File: src/logic/dacli_regs.svh
// Purpose: Offsets, field positions, reset values and timing counts of the converter load host.
// Assumes: Byte addressed register port, one 32-bit word per register.
// Notes: How the controller drives the converter pins is summarised below.
// How it works
// - Serial bit is set while chip-select is low, stable at its rising edge.
// - Word goes out as high byte then low byte when the MSB-first control bit is set, low byte first otherwise; eight pulses each.
// - Load strobe low during the word, driven high afterwards to latch it.
// - Serial-select is low for exactly one sixteen-bit word.
// - Chip-select acts as inverted shift clock so data is stable at rising edge.
// - Load strobe rises one chip-select cycle after serial-select returns high.
// - A fixed-rate timer may start each serial word for low jitter.
// - Commands act only on a write strobe; address bit selects low or high byte.
// - Write to address 0 loads low byte, address 1 loads high byte.
// - Write to address 2 or 3 pulses the load strobe.
// - Address 4 clears to unipolar zero, 5 to bipolar zero; data ignored.
`ifndef DACLI_REGS_SVH
`define DACLI_REGS_SVH

`define DACLI_OFS_LOW_BYTE 8'h00
`define DACLI_OFS_HIGH_BYTE 8'h04
`define DACLI_OFS_LOAD_A 8'h08
`define DACLI_OFS_LOAD_B 8'h0C
`define DACLI_OFS_CLR_UNI 8'h10
`define DACLI_OFS_CLR_BIP 8'h14
`define DACLI_OFS_CTRL 8'h20
`define DACLI_OFS_WORD 8'h24
`define DACLI_OFS_RATE 8'h28
`define DACLI_OFS_STATUS 8'h2C

`define DACLI_CTRL_SERIAL 0
`define DACLI_CTRL_MSB_FIRST 1
`define DACLI_CTRL_TIMER_EN 2
`define DACLI_CTRL_CLR_BIPOLAR 3

`define DACLI_STAT_BUSY 0
`define DACLI_STAT_DROPPED 1
`define DACLI_STAT_CHAIN 2

`define DACLI_CTRL_RESET 4'h0
`define DACLI_WORD_RESET 16'h0000
`define DACLI_RATE_RESET 16'h0FA0

`define DACLI_CLK_MHZ 100
`define DACLI_T_SETUP_NS 30
`define DACLI_T_STROBE_NS 50
`define DACLI_T_HOLD_NS 30
`define DACLI_LINK_DIV 6

`endif

File: src/logic/dacli_pkg.sv
// Purpose: Types shared by the converter load host.
// Assumes: Constants live in dacli_regs.svh.
// Notes: Pin bundle is registered as one struct in the top.
package dacli_pkg;

    typedef struct packed {
        logic serial_select_n;
        logic cs_strobe_n;
        logic output_load_strobe;
        logic upper_byte_enable_n;
        logic lower_byte_enable_n;
        logic async_zero_n;
        logic [7:0] data_bus;
    } dacli_pins_t;

    typedef struct packed {
        logic [7:0] addr;
        logic [31:0] wdata;
        logic wr;
        logic rd;
    } dacli_req_t;

    typedef enum logic [1:0] {
        DACLI_OP_LOW,
        DACLI_OP_HIGH,
        DACLI_OP_LOAD,
        DACLI_OP_CLEAR
    } dacli_op_t;

endpackage : dacli_pkg

File: src/logic/dacli_host.sv
// Purpose: Host controller that loads the converter in serial or byte mode.
// Assumes: Software uses the plain register port; pins go straight to the converter.
// Notes: All pin outputs leave from one registered struct.
`timescale 1ns/1ps
`include "dacli_regs.svh"
module dacli_host #(
    parameter int LINK_DIV = `DACLI_LINK_DIV,
    parameter int RATE_W = 16
) (
    input wire logic sys_clk,
    input wire logic srst,
    input wire logic [7:0] addr,
    input wire logic [31:0] wr_data,
    input wire logic wr_stb,
    input wire logic rd_stb,
    output logic [31:0] rd_data,
    input wire logic chain_out,
    output logic serial_select_n,
    output logic cs_strobe_n,
    output logic output_load_strobe,
    output logic upper_byte_enable_n,
    output logic lower_byte_enable_n,
    output logic async_zero_n,
    output logic [7:0] data_bus
);
    localparam int SETUP_CYC = (`DACLI_T_SETUP_NS * `DACLI_CLK_MHZ + 999) / 1000;
    localparam int STROBE_CYC = (`DACLI_T_STROBE_NS * `DACLI_CLK_MHZ + 999) / 1000;
    localparam int HOLD_CYC = (`DACLI_T_HOLD_NS * `DACLI_CLK_MHZ + 999) / 1000;

    typedef enum logic [2:0] {ST_IDLE, ST_SETUP, ST_STROBE, ST_HOLD, ST_SHIFT, ST_TAIL} dacli_state_t;

    // Command decode shared by the write path and the busy check.
    function automatic logic is_cmd(input logic [7:0] a);
        is_cmd = (a == `DACLI_OFS_LOW_BYTE) || (a == `DACLI_OFS_HIGH_BYTE) || (a == `DACLI_OFS_LOAD_A) ||
                 (a == `DACLI_OFS_LOAD_B) || (a == `DACLI_OFS_CLR_UNI) || (a == `DACLI_OFS_CLR_BIP);
    endfunction : is_cmd

    dacli_pkg::dacli_req_t req;
    dacli_pkg::dacli_pins_t pins_reg, pins_next;
    dacli_state_t state_reg, state_next;
    dacli_pkg::dacli_op_t op_reg, op_next;
    logic [7:0] cnt_reg, cnt_next;
    logic [3:0] ctrl_reg, ctrl_next;
    logic [15:0] word_reg, word_next;
    logic [RATE_W-1:0] rate_reg, rate_next;
    logic [RATE_W-1:0] timer_reg, timer_next;
    logic dropped_reg, dropped_next;
    logic [31:0] rd_reg, rd_next;
    logic chain_meta_reg, chain_sync_reg;
    logic tick, sh_start, sh_cs, sh_sd, sh_busy, sh_done;
    logic serial_mode, timer_fire, cmd_wr, drop_evt, start_serial;

    assign req = '{addr: addr, wdata: wr_data, wr: wr_stb, rd: rd_stb};
    assign serial_mode = ctrl_reg[`DACLI_CTRL_SERIAL];

    dacli_clkdiv #(.DIV(LINK_DIV)) u_div (
        .sys_clk(sys_clk),
        .srst(srst),
        .tick(tick)
    );

    dacli_shifter #(.WIDTH(16)) u_shift (
        .sys_clk(sys_clk),
        .srst(srst),
        .tick(tick),
        .start(sh_start),
        .msb_first(ctrl_reg[`DACLI_CTRL_MSB_FIRST]),
        .word(word_reg),
        .cs_strobe_n(sh_cs),
        .serial_in(sh_sd),
        .busy(sh_busy),
        .done(sh_done)
    );

    // Chain output from the converter crosses in through two flops.
    always_ff @(posedge sys_clk) begin
        if (srst) begin
            chain_meta_reg <= 1'b0;
            chain_sync_reg <= 1'b0;
        end else begin
            chain_meta_reg <= chain_out;
            chain_sync_reg <= chain_meta_reg;
        end
    end

    // Register file and periodic timer.
    always_comb begin
        ctrl_next = ctrl_reg;
        word_next = word_reg;
        rate_next = rate_reg;
        timer_next = timer_reg;
        dropped_next = dropped_reg;
        rd_next = 32'h0000_0000;
        timer_fire = 1'b0;
        cmd_wr = req.wr && is_cmd(req.addr);
        drop_evt = cmd_wr && (state_reg != ST_IDLE);
        if (req.wr) begin
            unique case (req.addr)
                `DACLI_OFS_CTRL: begin
                    // Mode bit only changes while no transfer runs.
                    if (state_reg == ST_IDLE) begin
                        ctrl_next = req.wdata[3:0];
                    end else begin
                        ctrl_next = {req.wdata[3:1], ctrl_reg[0]};
                    end
                end
                `DACLI_OFS_WORD: word_next = req.wdata[15:0];
                `DACLI_OFS_RATE: rate_next = req.wdata[RATE_W-1:0];
                `DACLI_OFS_STATUS: dropped_next = dropped_next & ~req.wdata[`DACLI_STAT_DROPPED];
                default: ;
            endcase
        end
        // A refused command while the clear arrives still marks the flag.
        if (drop_evt) begin
            dropped_next = 1'b1;
        end
        if (ctrl_reg[`DACLI_CTRL_TIMER_EN] && serial_mode) begin
            if (timer_reg == '0) begin
                timer_next = rate_reg;
                timer_fire = 1'b1;
            end else begin
                timer_next = timer_reg - 1'b1;
            end
        end else begin
            timer_next = rate_reg;
        end
        if (req.rd) begin
            unique case (req.addr)
                `DACLI_OFS_CTRL: rd_next = {28'h0000000, ctrl_reg};
                `DACLI_OFS_WORD: rd_next = {16'h0000, word_reg};
                `DACLI_OFS_RATE: rd_next = 32'(rate_reg);
                `DACLI_OFS_STATUS: rd_next = {29'h00000000, chain_sync_reg, dropped_reg, state_reg != ST_IDLE};
                default: rd_next = 32'h0000_0000;
            endcase
        end
    end

    // Pin sequencer.
    always_comb begin
        state_next = state_reg;
        op_next = op_reg;
        cnt_next = cnt_reg;
        pins_next = pins_reg;
        sh_start = 1'b0;
        start_serial = 1'b0;
        pins_next.serial_select_n = serial_mode ? pins_reg.serial_select_n : 1'b1;
        unique case (state_reg)
            ST_IDLE: begin
                if (serial_mode) begin
                    pins_next.data_bus[1] = ctrl_reg[`DACLI_CTRL_MSB_FIRST];
                    pins_next.lower_byte_enable_n = ctrl_reg[`DACLI_CTRL_CLR_BIPOLAR];
                    pins_next.upper_byte_enable_n = 1'b1;
                end
                start_serial = serial_mode && (timer_fire || (req.wr &&
                               (req.addr == `DACLI_OFS_LOAD_A || req.addr == `DACLI_OFS_LOAD_B)));
                if (start_serial) begin
                    pins_next.serial_select_n = 1'b0;
                    pins_next.output_load_strobe = 1'b0;
                    sh_start = 1'b1;
                    state_next = ST_SHIFT;
                end else if (cmd_wr) begin
                    state_next = ST_SETUP;
                    cnt_next = 8'(SETUP_CYC - 1);
                    unique case (req.addr)
                        `DACLI_OFS_LOW_BYTE: begin
                            op_next = dacli_pkg::DACLI_OP_LOW;
                            pins_next.data_bus = req.wdata[7:0];
                        end
                        `DACLI_OFS_HIGH_BYTE: begin
                            op_next = dacli_pkg::DACLI_OP_HIGH;
                            pins_next.data_bus = req.wdata[7:0];
                        end
                        `DACLI_OFS_CLR_UNI: begin
                            op_next = dacli_pkg::DACLI_OP_CLEAR;
                            pins_next.lower_byte_enable_n = 1'b0;
                        end
                        `DACLI_OFS_CLR_BIP: begin
                            op_next = dacli_pkg::DACLI_OP_CLEAR;
                            pins_next.lower_byte_enable_n = 1'b1;
                        end
                        default: op_next = dacli_pkg::DACLI_OP_LOAD;
                    endcase
                    // Byte commands make no sense while the pins are in serial use.
                    if (serial_mode && (op_next == dacli_pkg::DACLI_OP_LOW || op_next == dacli_pkg::DACLI_OP_HIGH)) begin
                        state_next = ST_IDLE;
                        pins_next.data_bus = pins_reg.data_bus;
                    end
                end
            end
            ST_SETUP: begin
                if (cnt_reg == 8'h00) begin
                    state_next = ST_STROBE;
                    cnt_next = 8'(STROBE_CYC - 1);
                    unique case (op_reg)
                        dacli_pkg::DACLI_OP_LOW: pins_next.lower_byte_enable_n = 1'b0;
                        dacli_pkg::DACLI_OP_HIGH: pins_next.upper_byte_enable_n = 1'b0;
                        dacli_pkg::DACLI_OP_LOAD: pins_next.output_load_strobe = 1'b0;
                        dacli_pkg::DACLI_OP_CLEAR: pins_next.async_zero_n = 1'b0;
                    endcase
                end else begin
                    cnt_next = cnt_reg - 8'h01;
                end
            end
            ST_STROBE: begin
                if (cnt_reg == 8'h00) begin
                    state_next = ST_HOLD;
                    cnt_next = 8'(HOLD_CYC - 1);
                    pins_next.upper_byte_enable_n = 1'b1;
                    pins_next.output_load_strobe = 1'b1;
                    pins_next.async_zero_n = 1'b1;
                    if (op_reg == dacli_pkg::DACLI_OP_LOW) begin
                        pins_next.lower_byte_enable_n = 1'b1;
                    end
                end else begin
                    cnt_next = cnt_reg - 8'h01;
                end
            end
            ST_HOLD: begin
                if (cnt_reg == 8'h00) begin
                    state_next = ST_IDLE;
                    pins_next.lower_byte_enable_n = serial_mode ? ctrl_reg[`DACLI_CTRL_CLR_BIPOLAR] : 1'b1;
                end else begin
                    cnt_next = cnt_reg - 8'h01;
                end
            end
            ST_SHIFT: begin
                pins_next.cs_strobe_n = sh_cs;
                pins_next.data_bus[0] = sh_sd;
                // Select stays low across the last strobe rise so that the final bit is still taken.
                if (sh_done) begin
                    state_next = ST_TAIL;
                    cnt_next = 8'h01;
                end
            end
            ST_TAIL: begin
                pins_next.serial_select_n = 1'b1;
                if (tick) begin
                    if (cnt_reg == 8'h00) begin
                        pins_next.output_load_strobe = 1'b1;
                        state_next = ST_IDLE;
                    end else begin
                        cnt_next = cnt_reg - 8'h01;
                    end
                end
            end
            default: state_next = ST_IDLE;
        endcase
    end

    always_ff @(posedge sys_clk) begin
        if (srst) begin
            state_reg <= ST_IDLE;
            op_reg <= dacli_pkg::DACLI_OP_LOW;
            cnt_reg <= 8'h00;
            pins_reg <= '{serial_select_n: 1'b1, cs_strobe_n: 1'b1, output_load_strobe: 1'b1,
                          upper_byte_enable_n: 1'b1, lower_byte_enable_n: 1'b1, async_zero_n: 1'b1,
                          data_bus: 8'h00};
            ctrl_reg <= `DACLI_CTRL_RESET;
            word_reg <= `DACLI_WORD_RESET;
            rate_reg <= RATE_W'(`DACLI_RATE_RESET);
            timer_reg <= RATE_W'(`DACLI_RATE_RESET);
            dropped_reg <= 1'b0;
            rd_reg <= 32'h0000_0000;
        end else begin
            state_reg <= state_next;
            op_reg <= op_next;
            cnt_reg <= cnt_next;
            pins_reg <= pins_next;
            ctrl_reg <= ctrl_next;
            word_reg <= word_next;
            rate_reg <= rate_next;
            timer_reg <= timer_next;
            dropped_reg <= dropped_next;
            rd_reg <= rd_next;
        end
    end

    assign rd_data = rd_reg;
    assign serial_select_n = pins_reg.serial_select_n;
    assign cs_strobe_n = pins_reg.cs_strobe_n;
    assign output_load_strobe = pins_reg.output_load_strobe;
    assign upper_byte_enable_n = pins_reg.upper_byte_enable_n;
    assign lower_byte_enable_n = pins_reg.lower_byte_enable_n;
    assign async_zero_n = pins_reg.async_zero_n;
    assign data_bus = pins_reg.data_bus;
endmodule : dacli_host

File: src/logic/dacli_clkdiv.sv
// Purpose: One-cycle enable pulse every DIV clocks, pacing the serial link.
// Assumes: DIV is at least 2.
// Notes: Free running so ticks are evenly spaced.
`timescale 1ns/1ps
module dacli_clkdiv #(
    parameter int DIV = 6
) (
    input wire logic sys_clk,
    input wire logic srst,
    output logic tick
);
    logic [7:0] cnt_reg;
    logic [7:0] cnt_next;
    logic tick_reg;
    logic tick_next;

    always_comb begin
        tick_next = (cnt_reg == 8'(DIV - 1));
        cnt_next = tick_next ? 8'h00 : cnt_reg + 8'h01;
    end

    always_ff @(posedge sys_clk) begin
        if (srst) begin
            cnt_reg <= 8'h00;
            tick_reg <= 1'b0;
        end else begin
            cnt_reg <= cnt_next;
            tick_reg <= tick_next;
        end
    end

    assign tick = tick_reg;
endmodule : dacli_clkdiv

File: src/logic/dacli_shifter.sv
// Purpose: Shifts one 16-bit word out on serial data with chip-select as strobe.
// Assumes: tick is a one-cycle enable; start only while idle.
// Notes: Two ticks per bit: data changes with the strobe low, strobe rises mid bit.
`timescale 1ns/1ps
module dacli_shifter #(
    parameter int WIDTH = 16
) (
    input wire logic sys_clk,
    input wire logic srst,
    input wire logic tick,
    input wire logic start,
    input wire logic msb_first,
    input wire logic [WIDTH-1:0] word,
    output logic cs_strobe_n,
    output logic serial_in,
    output logic busy,
    output logic done
);
    logic [WIDTH-1:0] sh_reg, sh_next;
    logic [4:0] cnt_reg, cnt_next;
    logic phase_reg, phase_next;
    logic cs_reg, cs_next;
    logic sd_reg, sd_next;
    logic busy_reg, busy_next;
    logic done_reg, done_next;
    logic order_reg, order_next;

    always_comb begin
        sh_next = sh_reg;
        cnt_next = cnt_reg;
        phase_next = phase_reg;
        cs_next = cs_reg;
        sd_next = sd_reg;
        busy_next = busy_reg;
        done_next = 1'b0;
        order_next = order_reg;
        if (start && !busy_reg) begin
            sh_next = word;
            order_next = msb_first;
            cnt_next = 5'h00;
            phase_next = 1'b0;
            busy_next = 1'b1;
        end else if (busy_reg && tick) begin
            if (!phase_reg) begin
                sd_next = order_reg ? sh_reg[WIDTH-1] : sh_reg[0];
                cs_next = 1'b0;
                phase_next = 1'b1;
            end else begin
                cs_next = 1'b1;
                phase_next = 1'b0;
                sh_next = order_reg ? {sh_reg[WIDTH-2:0], 1'b0} : {1'b0, sh_reg[WIDTH-1:1]};
                cnt_next = cnt_reg + 5'h01;
                if (cnt_reg == 5'(WIDTH - 1)) begin
                    busy_next = 1'b0;
                    done_next = 1'b1;
                end
            end
        end
    end

    always_ff @(posedge sys_clk) begin
        if (srst) begin
            sh_reg <= '0;
            cnt_reg <= 5'h00;
            phase_reg <= 1'b0;
            cs_reg <= 1'b1;
            sd_reg <= 1'b0;
            busy_reg <= 1'b0;
            done_reg <= 1'b0;
            order_reg <= 1'b1;
        end else begin
            sh_reg <= sh_next;
            cnt_reg <= cnt_next;
            phase_reg <= phase_next;
            cs_reg <= cs_next;
            sd_reg <= sd_next;
            busy_reg <= busy_next;
            done_reg <= done_next;
            order_reg <= order_next;
        end
    end

    assign cs_strobe_n = cs_reg;
    assign serial_in = sd_reg;
    assign busy = busy_reg;
    assign done = done_reg;
endmodule : dacli_shifter

File: config.mk
export PLATFORM = sky130hd
export DESIGN_NAME = dacli_host
export DESIGN_NICKNAME = d
export VERILOG_FILES = /design/src/logic/dacli_pkg.sv /design/src/logic/dacli_host.sv /design/src/logic/dacli_clkdiv.sv /design/src/logic/dacli_shifter.sv
export VERILOG_INCLUDE_DIRS = /design/src /design/src/logic
export SDC_FILE = /design/constraint.sdc
export NUM_CORES = 1
export LEC_CHECK = 0
export BUFFER_PORTS_ARGS = -buffer_cell sky130_fd_sc_hd__buf_2
export CAP_MARGIN = 20
export CELL_PAD_IN_SITES_DETAIL_PLACEMENT = 1
export CELL_PAD_IN_SITES_GLOBAL_PLACEMENT = 1
export CORE_MARGIN = 2
export CORE_UTILIZATION = 40
export DETAILED_ROUTE_END_ITERATION = 7
export GPL_TIMING_DRIVEN = 0
export PLACE_DENSITY = 0.78
export RECOVER_POWER = 25
export SYNTH_ARGS = -nofsm -noshare
export SYNTH_HDL_FRONTEND = slang
export SYNTH_SLANG_ARGS = --single-unit
File: constraint.sdc
create_clock -name sys_clk -period 6.16 [get_ports sys_clk]
set_input_delay 0.616 -clock sys_clk [delete_from_list [all_inputs] [get_ports sys_clk]]
set_output_delay 0.616 -clock sys_clk [all_outputs]
set_load 0.05 [all_outputs]
* Yosys cells after proc, flatten, opt, wreduce, memory -nomap -nowiden *
Index checks and enable logic that the tools add are counted.

word-level totals
  register bits = 150
  bits of input ports = 45
  output and inout bits = 46
  logic and storage cells = 215

cells by class
  add/subtract/negate cells = 4
  eq/ne operators = 39
  mux-type cells = 72
  bitwise logic cells = 8
  reductions and logical operators = 61

operators by type and width
  operator                 number
  $mux W16                 6
  $pmux W16 S4             1
  $mux W8                  7
  $pmux W8 S6              1
  $eq A8 B6 Y1 const B     4
  $mux W1                  31
  $reduce_and A5 Y1        5
  $ne A2 B2 Y1 const B     11
  $mux W3                  7
  $pmux W3 S6              1
  $eq A8 B3 Y1 const B     2
  $eq A8 B4 Y1 const B     2
  $eq A8 B5 Y1 const B     2
  $logic_not A16 Y1        1
  $logic_not A8 Y1         2
  $mux W2                  8
  $reduce_and A2 Y1        8
  $sub A16 B1 Y16 const B  1
  $reduce_bool A2 Y1       7
  $ne A2 B1 Y1 const B     6
  $reduce_and A3 Y1        4
  $reduce_or A2 Y1         5
  $add A8 B1 Y8 const B    1
  $logic_and A1 B1 Y1      8
  28 further kinds         53

* Longest topological paths before layout *
Gate-level depths: netlist of run 1.

  word-level depth = 17
  gate-level depth with buffers = 11
  depth with buffers taken out = 8

* By module *
From an unflattened synthesis of run 1, not the netlist that was laid out.

second synthesis, totals
  cell total of the unflattened synthesis = 735
  area, all modules = 6414.9 um2

by module, submodules not included
  module         times used  cells each  area each (um2)  sequential area each (um2)
  dacli_host     1           570         4813.4           1961.9
  dacli_shifter  1           123         1217.4           540.5
  dacli_clkdiv   1           42          384.1            180.2

* Worst setup path before layout of run 1 *
No wires, ideal clock.

  path type = input port to flip-flop
  from = input addr[1]
  to = register pins_reg (netlist bit data_bus[2])
  library setup time = 0.128 ns
  arrival time = 2.542 ns
  required time = 6.032 ns
  path slack = 3.491 ns
  stages on the path = 7
  buffers on the path = 1
  path through = or4_4 or3_4 or2_1 or4_4 buf_6 mux2i_1 nor2_1

between the ends
  longest elaborated chain between the ends = 11
  elaborated cells on any way between the ends = 29
  those cells by class = 6 x eq/ne; 4 x mux; 2 x bitwise; 17 x reduce/logical

RTL lines
  element                                                  line               text
  start: declaration                                       dacli_host.sv:12   input wire logic [7:0] addr,
  $eq A8 B5 Y1                                             dacli_host.sv:164  unique case (req.addr)
  $reduce_or A2 Y1 (no source line)                        -
  $pmux W2 S3                                              dacli_host.sv:164
  $mux W2                                                  dacli_host.sv:161  end else if (cmd_wr) begin
  $mux W2                                                  dacli_host.sv:156  if (start_serial) begin
  $mux W2                                                  dacli_host.sv:147  unique case (state_reg)
  $eq A2 B1 Y1 / $logic_not A2 Y1 (equally long branches)  dacli_host.sv:184  if (serial_mode && (op_next == dacli_pkg::DACLI_OP_LOW || op_next == dacli_pkg::DACLI_OP_HIGH)) begin
  $logic_or A1 B1 Y1                                       dacli_host.sv:184
  $logic_and A1 B1 Y1                                      dacli_host.sv:184
  $not A1 Y1 (no source line)                              -
  $reduce_and A5 Y1 (no source line) (*)                   -
  end signal: assignment                                   dacli_host.sv:255  pins_reg <= '{serial_select_n: 1'b1, cs_strobe_n: 1'b1, output_load_strobe: 1'b1,
  end signal: assignment                                   dacli_host.sv:268  pins_reg <= pins_next;
  end: declaration                                         dacli_host.sv:39   dacli_pkg::dacli_pins_t pins_reg, pins_next;

Mark *: on every way between the ends. The rest lies on a longest branch, timed or not. The select of a mux whose other input is x is not followed.
A chain may end at the register's enable or synchronous reset.

* Final worst setup path of run 1 *
  from = register cnt_reg[0]
  to = register cnt_reg[5]

between the ends
  longest elaborated chain between the ends = 4
  elaborated cells on any way between the ends = 7
  those cells by class = 1 x add/sub; 5 x mux; 1 x reduce/logical

RTL lines
  element                                                   line                                  text
  start: declaration                                        dacli_host.sv:42                      logic [7:0] cnt_reg, cnt_next;
  start signal: assignment                                  dacli_host.sv:267                     cnt_reg <= cnt_next;
  $sub A8 B1 Y8 / $logic_not A8 Y1 (equally long branches)  -
  $mux W8                                                   dacli_host.sv:219, dacli_host.sv:238
  $mux W8                                                   dacli_host.sv:237                     if (tick) begin
  $pmux W8 S6 (*)                                           dacli_host.sv:147

Marked as above.

==> qor.csv, run 1 <==
metric,value,unit
hp-class,in -> reg,
cts_setup_buffers,0,
ios,91,
insertion_delay,430,ps
yosysSeqAreaShare,0.4298,
holdBufCountCts,0,
synth_top_cell_by_area,dfxtp_1,
antennaDiodeCount,0,
grt_pass1_wl,31480,um
power.total,2.380,mW
clkSlewWorstSetupHoldPaths,60,ps
cap_violations,0,
synth_warnings,0,
grt_max_degree,17,
clockPowerShare,0.408,
p_comb_frac,0.202,
htreeDepth,4,
yosysUniqueCellTypes,63,
reg2reg_slack,3210,ps
synth.most_common_cell,nand2_1,
critPathMaxStageDelay,410,ps
std_cell_rows,45,
hpwl,14350,um
routed_wl,19730,um
power_frac_seq,0.389,
critPathBufInv,4,
synth_common_cells,"nand2_1, dfxtp_1, a21oi_1, nor2_1, clkbuf_1",
finalWeightedCongestion,0.8315,
required,6480,ps
rsz0062_at_grt,false,
start_util,0.4105,
synth_seq_cells,134,
setup_tns,0,ps
synthTopCellsByArea,"dfxtp_1, nand2_1, a21oi_1",
ant_nets,0,
die_w,128.9,um
finalSetupViolCount,0,
cts-root-buf,clkbuf_16,
drc,0,
arrival,3270,ps
cts_buffer_depth,2,
power.density,324.7,nW/um^2
period_share,0.4782,
routed_via_density,5.548,
power_switching,0.7746,mW
synth_edf_count,0,
async_reset_ff_frac,0,
num_vias,5803,
fill_cells,1889,
crit_top_cell,clkbuf_1,
fin_nets,897,
core_area,15200,um^2
drt_iter0_drc,378,
cpMaxStageDelayCell,dfxtp_1,
startpoint_type,flop,
worst_pin_slew,746.5,ps
final_max_slew_viol_count,0,
clock-sinks,134,
drive_gt1_frac,0.1142,
p_sw_frac,0.3254,
design.die.area,16620,um^2
ctsResizeCount,0,
syn_to_final_growth,17.44,%
end_kind,flop,
overflow,0,
critPathMaxFanout,10,
track_usage,0.2434,
post_synth.cell_area_avg,8.255,um^2
die_y,128.9,um
synth_top_area_share,0.4298,
antenna_found_initial,0,
numCtsBuffers,17,
max_freq,339.5,MHz
portBuffers,55,
wl_per_cell,18.86,um
crit_type,reg -> reg,
synth_area,6241,um^2
crit_chain,inv_1 -> ha_1 -> or3b_2 -> clkbuf_1 -> or2_1 -> clkbuf_1 -> a221oi_2 -> nor3_1 -> buf_2 -> nand2_1 -> a32o_1,
min_period,2946,ps
cp_top_family,buffers and inverters,
maxSlewHeadroom,0.4978,
peakVddDrop,199.4,uV
hold_violations,0,
grt_pass1_vias,6007,
cts_tree,done,
synth_top_flop_cell,dfxtp_1,
p_leak,2.750,nW
intPower,1.606,mW
dr.pass1.iters,4,
syn_inst,756,
status,"complete, no violations",
fin_skew,10.71,ps
final cells by class:
class	count	area (um^2)	area share
timing repair buffer	55	237.7	0.03243
clock buffer	19	432.9	0.05906
inverter	12	45.04	0.006145
multi-input combinational	558	3227	0.4403
sequential	134	2683	0.3660
tap	188	235.2	0.03209
clock inverter	13	126.4	0.01724
buffer	67	342.8	0.04677
power groups by stage:
stage	logic (mW)	registers (mW)	clock network, mW
floorplan	0.331	0.951	0
global placement	0.447	0.940	0
detailed placement	0.465	0.944	0
CTS	0.476	0.925	0.988
global route	0.529	0.929	1.02
finish	0.482	0.926	0.972
stage by stage:
| step | worst slack (ps) | instances | utilization | cell area [um^2] | hold slack (ps) |
|---|---|---|---|---|---|
| 6_report | 3214 | 1046 | 0.4821 | 7330 | 397.5 |
| 5_1_grt | 2939 | 1046 | 0.4821 | 7330 | 405.7 |
| 4_1_cts | 3257 | 1046 | 0.4846 | 7367 | 388.6 |
| 3_5_place_dp | 3006 | 1014 | 0.4478 | 6808 | 430.0 |
| 3_3_place_gp | 3049 | 1014 | 0.4478 | 6808 | 418.0 |
| 2_1_floorplan | 3491 | 771 | - | 6297 | 413.8 |
routing by layer:
layer,track usage,part of all wire
met1,0.2934,0.44
met3,0.05156,0.033
met2,0.4357,0.51
met4,0.07225,0.016
met5,0,0
cell usage in the layout, fill, tap and decap left out, types with 15 or more instances in the layout:
master	Yosys	layout
dfxtp_1	134	134
buf_2	4	29
clkbuf_1	36	68
nand2_1	136	136
nor2_1	67	67
nand3_1	24	24
buf_4	19	19
mux2i_1	27	27
nor3_1	17	17
o211ai_1	20	20
a22oi_1	15	15
clkbuf_16	0	17
a21oi_1	79	79
conb_1	1	16
o21ai_0	17	17
cell families (layout without fill, tap and decap cells):
kind of cell,count (synthesis),count (layout),share of synthesized area
XOR/XNOR,23,23,0.03228
other,1,16,0.0006009
AND/OR/NAND/NOR,306,306,0.2316
flip-flops,134,134,0.4298
buffers and inverters,79,166,0.06215
adder cells (fa/ha/maj),7,7,0.01403
AO/OA/AOI/OAI,176,176,0.1808
multiplexers,30,30,0.04872
path summary, 6_finish.rpt:
kind	from	endpoint	cells past startpoint
setup / recovery	cnt_reg[0]	cnt_reg[5]	11
hold / removal	chain_out	chain_meta_reg	2
setup reg to reg	cnt_reg[0]	cnt_reg[5]	11
hold reg to reg	chain_meta_reg	chain_sync_reg	1
(Power assumes the default switching activity.)
==> inputs of run 2 (changes only) <==
ABC_AREA = 1   (was default)
CORE_UTILIZATION = 37   (was 40)
clock period = 2.4 ns   (was 6.16 ns; I/O delays follow)
==> run 2 against run 1 <==
Net effect: synthesized cell count up 21%; fmax increased by 37%; setup slack got worse by 3000 ps; worst hold slack got worse by 380 ps; critical path type unchanged; critical endpoint is now state_reg[1]; die area increased by 10%; count of clock-buffer cells in the layout unchanged; core utilization decreased by 4.0 points; global-route usage is 2.4 points lower; non-clock buffer count decreased by 16; clock skew shrank 0.99 ps; power increased to 2.9 times the previous value.
==> qor.csv, run 2 <==
metric,value,unit,change
status,"complete, no violations",,unchanged
synth_edf_count,0,,unchanged
hp-class,in -> reg,,unchanged
power.density,902.2,nW/um^2,was 324.7 nW/um^2
dr.pass1.iters,5,,was 4
arrival,2460,ps,was 3270 ps
post_synth.cell_area_avg,7.021,um^2,was 8.255 um^2
synth_area,6396,um^2,was 6241 um^2
grt_pass1_wl,31600,um,was 31480 um
worst_pin_slew,734.3,ps,was 746.5 ps
critPathBufInv,3,,was 4
maxSlewHeadroom,0.5104,,was 0.4978
crit_type,reg -> reg,,unchanged
antennaDiodeCount,0,,unchanged
dp_slack,294.9,ps,was 3006 ps
die_w,135.5,um,was 128.9 um
wl_met3,594,um,was 654 um
drc,0,,unchanged
syn_to_final_growth,18.41,%,was 17.44%
portBuffers,57,,was 55
ant_nets,0,,unchanged
cts_setup_buffers,0,,unchanged
r2r_cells,11,,unchanged
holdBufCountCts,0,,unchanged
grt_max_degree,17,,unchanged
rsz0062_at_grt,false,,unchanged
yosysSeqAreaShare,0.4194,,was 0.4298
fill_cells,2239,,was 1889
synth_top_area_share,0.4194,,was 0.4298
startpoint_type,flop,,unchanged
synthTopCellsByArea,"dfxtp_1, o21ai_0, nand2_1",,"was dfxtp_1, nand2_1, a21oi_1"
drive_gt1_frac,0.1074,,was 0.1142
cts_buffer_depth,2,,unchanged
clock-sinks,134,,unchanged
synth_common_cells,"nand2_1, dfxtp_1, inv_1, o21ai_0, nor2_1",,"was nand2_1, dfxtp_1, a21oi_1, nor2_1, clkbuf_1"
cts-root-buf,clkbuf_16,,unchanged
fin_skew,9.719,ps,was 10.71 ps
num_vias,6292,,was 5803
reg2reg_slack,250,ps,was 3210 ps
r2r_start,cnt_reg[0],,unchanged
synth_top_cell_by_area,dfxtp_1,,unchanged
p_comb_frac,0.250,,was 0.202
r2r-end,state_reg[1],,was cnt_reg[5]
numCtsBuffers,17,,unchanged
topRoutingLayerUsed,met4,,unchanged
crit_chain,inv_1 -> ha_1 -> nand3_1 -> nor2_2 -> inv_2 -> nand2_1 -> o21ai_0 -> a21oi_1 -> inv_1 -> nor2_1 -> nor2_1,,was inv_1 -> ha_1 -> or3b_2 -> clkbuf_1 -> or2_1 -> clkbuf_1 -> a221oi_2 -> nor3_1 -> buf_2 -> nand2_1 -> a32o_1
critPathMaxStageDelay,310,ps,was 410 ps
synth.most_common_cell,nand2_1,,unchanged
htreeDepth,4,,unchanged
required,2710,ps,was 6480 ps
p_leak,3.081,nW,was 2.750 nW
die_y,135.5,um,was 128.9 um
fin_nets,1054,,was 897
clkSlewWorstSetupHoldPaths,60,ps,about the same
hold_violations,0,,unchanged
power_switching,2.394,mW,was 0.7746 mW
syn_inst,911,,was 756
routed_via_density,5.074,,was 5.548
async_reset_ff_frac,0,,unchanged
overflow,0,,unchanged
cts_tree,done,,unchanged
intPower,4.440,mW,was 1.606 mW
ctsResizeCount,0,,unchanged
std_cell_rows,48,,was 45
antenna_found_initial,0,,unchanged
critPathMaxFanout,10,,unchanged
yosysUniqueCellTypes,43,,was 63
clockPowerShare,0.399,,was 0.408
peakVddDrop,557.6,uV,was 199.4 uV
period_share,0.8950,,was 0.4782
hpwl,14700,um,was 14350 um
finalSetupViolCount,0,,unchanged
min_from,chain_out,,unchanged
design.die.area,18350,um^2,was 16620 um^2
start_util,0.3737,,was 0.4105
synth_top_flop_cell,dfxtp_1,,unchanged
setup_tns,0,ps,unchanged
synth_seq_cells,134,,unchanged
layout_commonest_cell,nand2_1,,unchanged
cp_top_family,simple AND/OR/NAND/NOR gates,,was buffers and inverters
wl_met2,9361,um,was 10110 um
hold_depth,3,,was 2
p_sw_frac,0.3503,,was 0.3254
max_freq,465.6,MHz,was 339.5 MHz
grt_pass1_vias,6170,,was 6007
power_frac_seq,0.351,,was 0.389
drt_iter0_drc,260,,was 378
cap_violations,0,,unchanged
wl_per_cell,15.91,um,was 18.86 um
finalWorstSetupSlack,252.1,ps,was 3214 ps
synth_warnings,0,,unchanged
core_area,17120,um^2,was 15200 um^2
finalWeightedCongestion,0.8737,,was 0.8315
cpMaxStageDelayCell,dfxtp_1,,unchanged
min_period,2148,ps,was 2946 ps
track_usage,0.2196,,was 0.2434
hold_ws,22.45,ps,was 397.5 ps
final_max_slew_viol_count,0,,unchanged
ios,91,,unchanged
met1_length,9522,um,was 8653 um
min_to,chain_meta_reg,,unchanged
insertion_delay,430,ps,about the same
end_kind,flop,,unchanged
final_cell_mix,"nand2_1, dfxtp_1, inv_1, nor2_1, o21ai_0",,"was nand2_1, dfxtp_1, a21oi_1, clkbuf_1, nor2_1"
routed_wl,19720,um,was 19730 um
## run 2: worst reg2reg max path: cells and delay by family, from the launching register on
kind | cells | cell delay (ps)
simple gates | 5 | 740
flops | 1 | 310
compound gates | 2 | 410
fa+ha+maj | 1 | 200
buf+inv | 3 | 380
## run 2: per-stage QoR
step	cells	instance area (um^2)	utilization	power [mW]
3_5_place_dp	1208	7019	0.4101	4.143
6_report	1240	7574	0.4425	6.833
2_1_floorplan	926	6452	-	3.702
5_1_grt	1240	7574	0.4425	7.169
4_1_cts	1240	7622	0.4453	6.866
3_3_place_gp	1208	7019	0.4101	4.098
## run 2: power by group through the flow
stage / clock network [mW] / logic [mW] / registers (mW)
after floorplan: 0 / 1.17 / 2.53
after global placement: 0 / 1.65 / 2.44
after detailed placement: 0 / 1.70 / 2.44
after CTS: 2.76 / 1.71 / 2.40
after global routing: 2.86 / 1.91 / 2.41
final: 2.73 / 1.71 / 2.40
## run 2: how the worst max path moves through the flow
stage / from / end / slack, ps / cells after the start
6_report: cnt_reg[0] / state_reg[1] / 250 / 11
5_1_grt: cnt_reg[0] / state_reg[1] / 50 / 11
4_1_cts: cnt_reg[0] / state_reg[1] / 270 / 11
3_5_place_dp: timer_reg[0] / data_bus[7] / 290 / 12
3_3_place_gp: cnt_reg[0] / state_reg[0] / 320 / 11
2_1_floorplan: cnt_reg[0] / state_reg[1] / 720 / 11
## run 2: layer usage
metal,vias up,GRT usage
met5,-,0
met4,0,0.06424
met3,17,0.03554
met2,111,0.3703
met1,3026,0.2903
li1,3138,-
## run 2: cell type report
| class | count | area, um^2 | share of cell area |
|---|---|---|---|
| timing repair buffer | 57 | 246.5 | 0.03255 |
| inverter | 135 | 508.0 | 0.06707 |
| multi-input combinational | 608 | 2967 | 0.3917 |
| sequential | 134 | 2683 | 0.3542 |
| clock inverter | 13 | 170.2 | 0.02247 |
| tap | 225 | 281.5 | 0.03717 |
| buffer | 49 | 285.3 | 0.03767 |
| clock buffer | 19 | 432.9 | 0.05716 |
## run 2: logic make-up after synthesis
group,count (synthesis),synth area share
XOR/XNOR,10,0.01369
AO/OA/AOI/OAI,242,0.1987
buffers and inverters,184,0.1240
other,1,0.0005863
adder cells (fa/ha/maj),7,0.01369
AND/OR/NAND/NOR,333,0.2299
flip-flops,134,0.4194
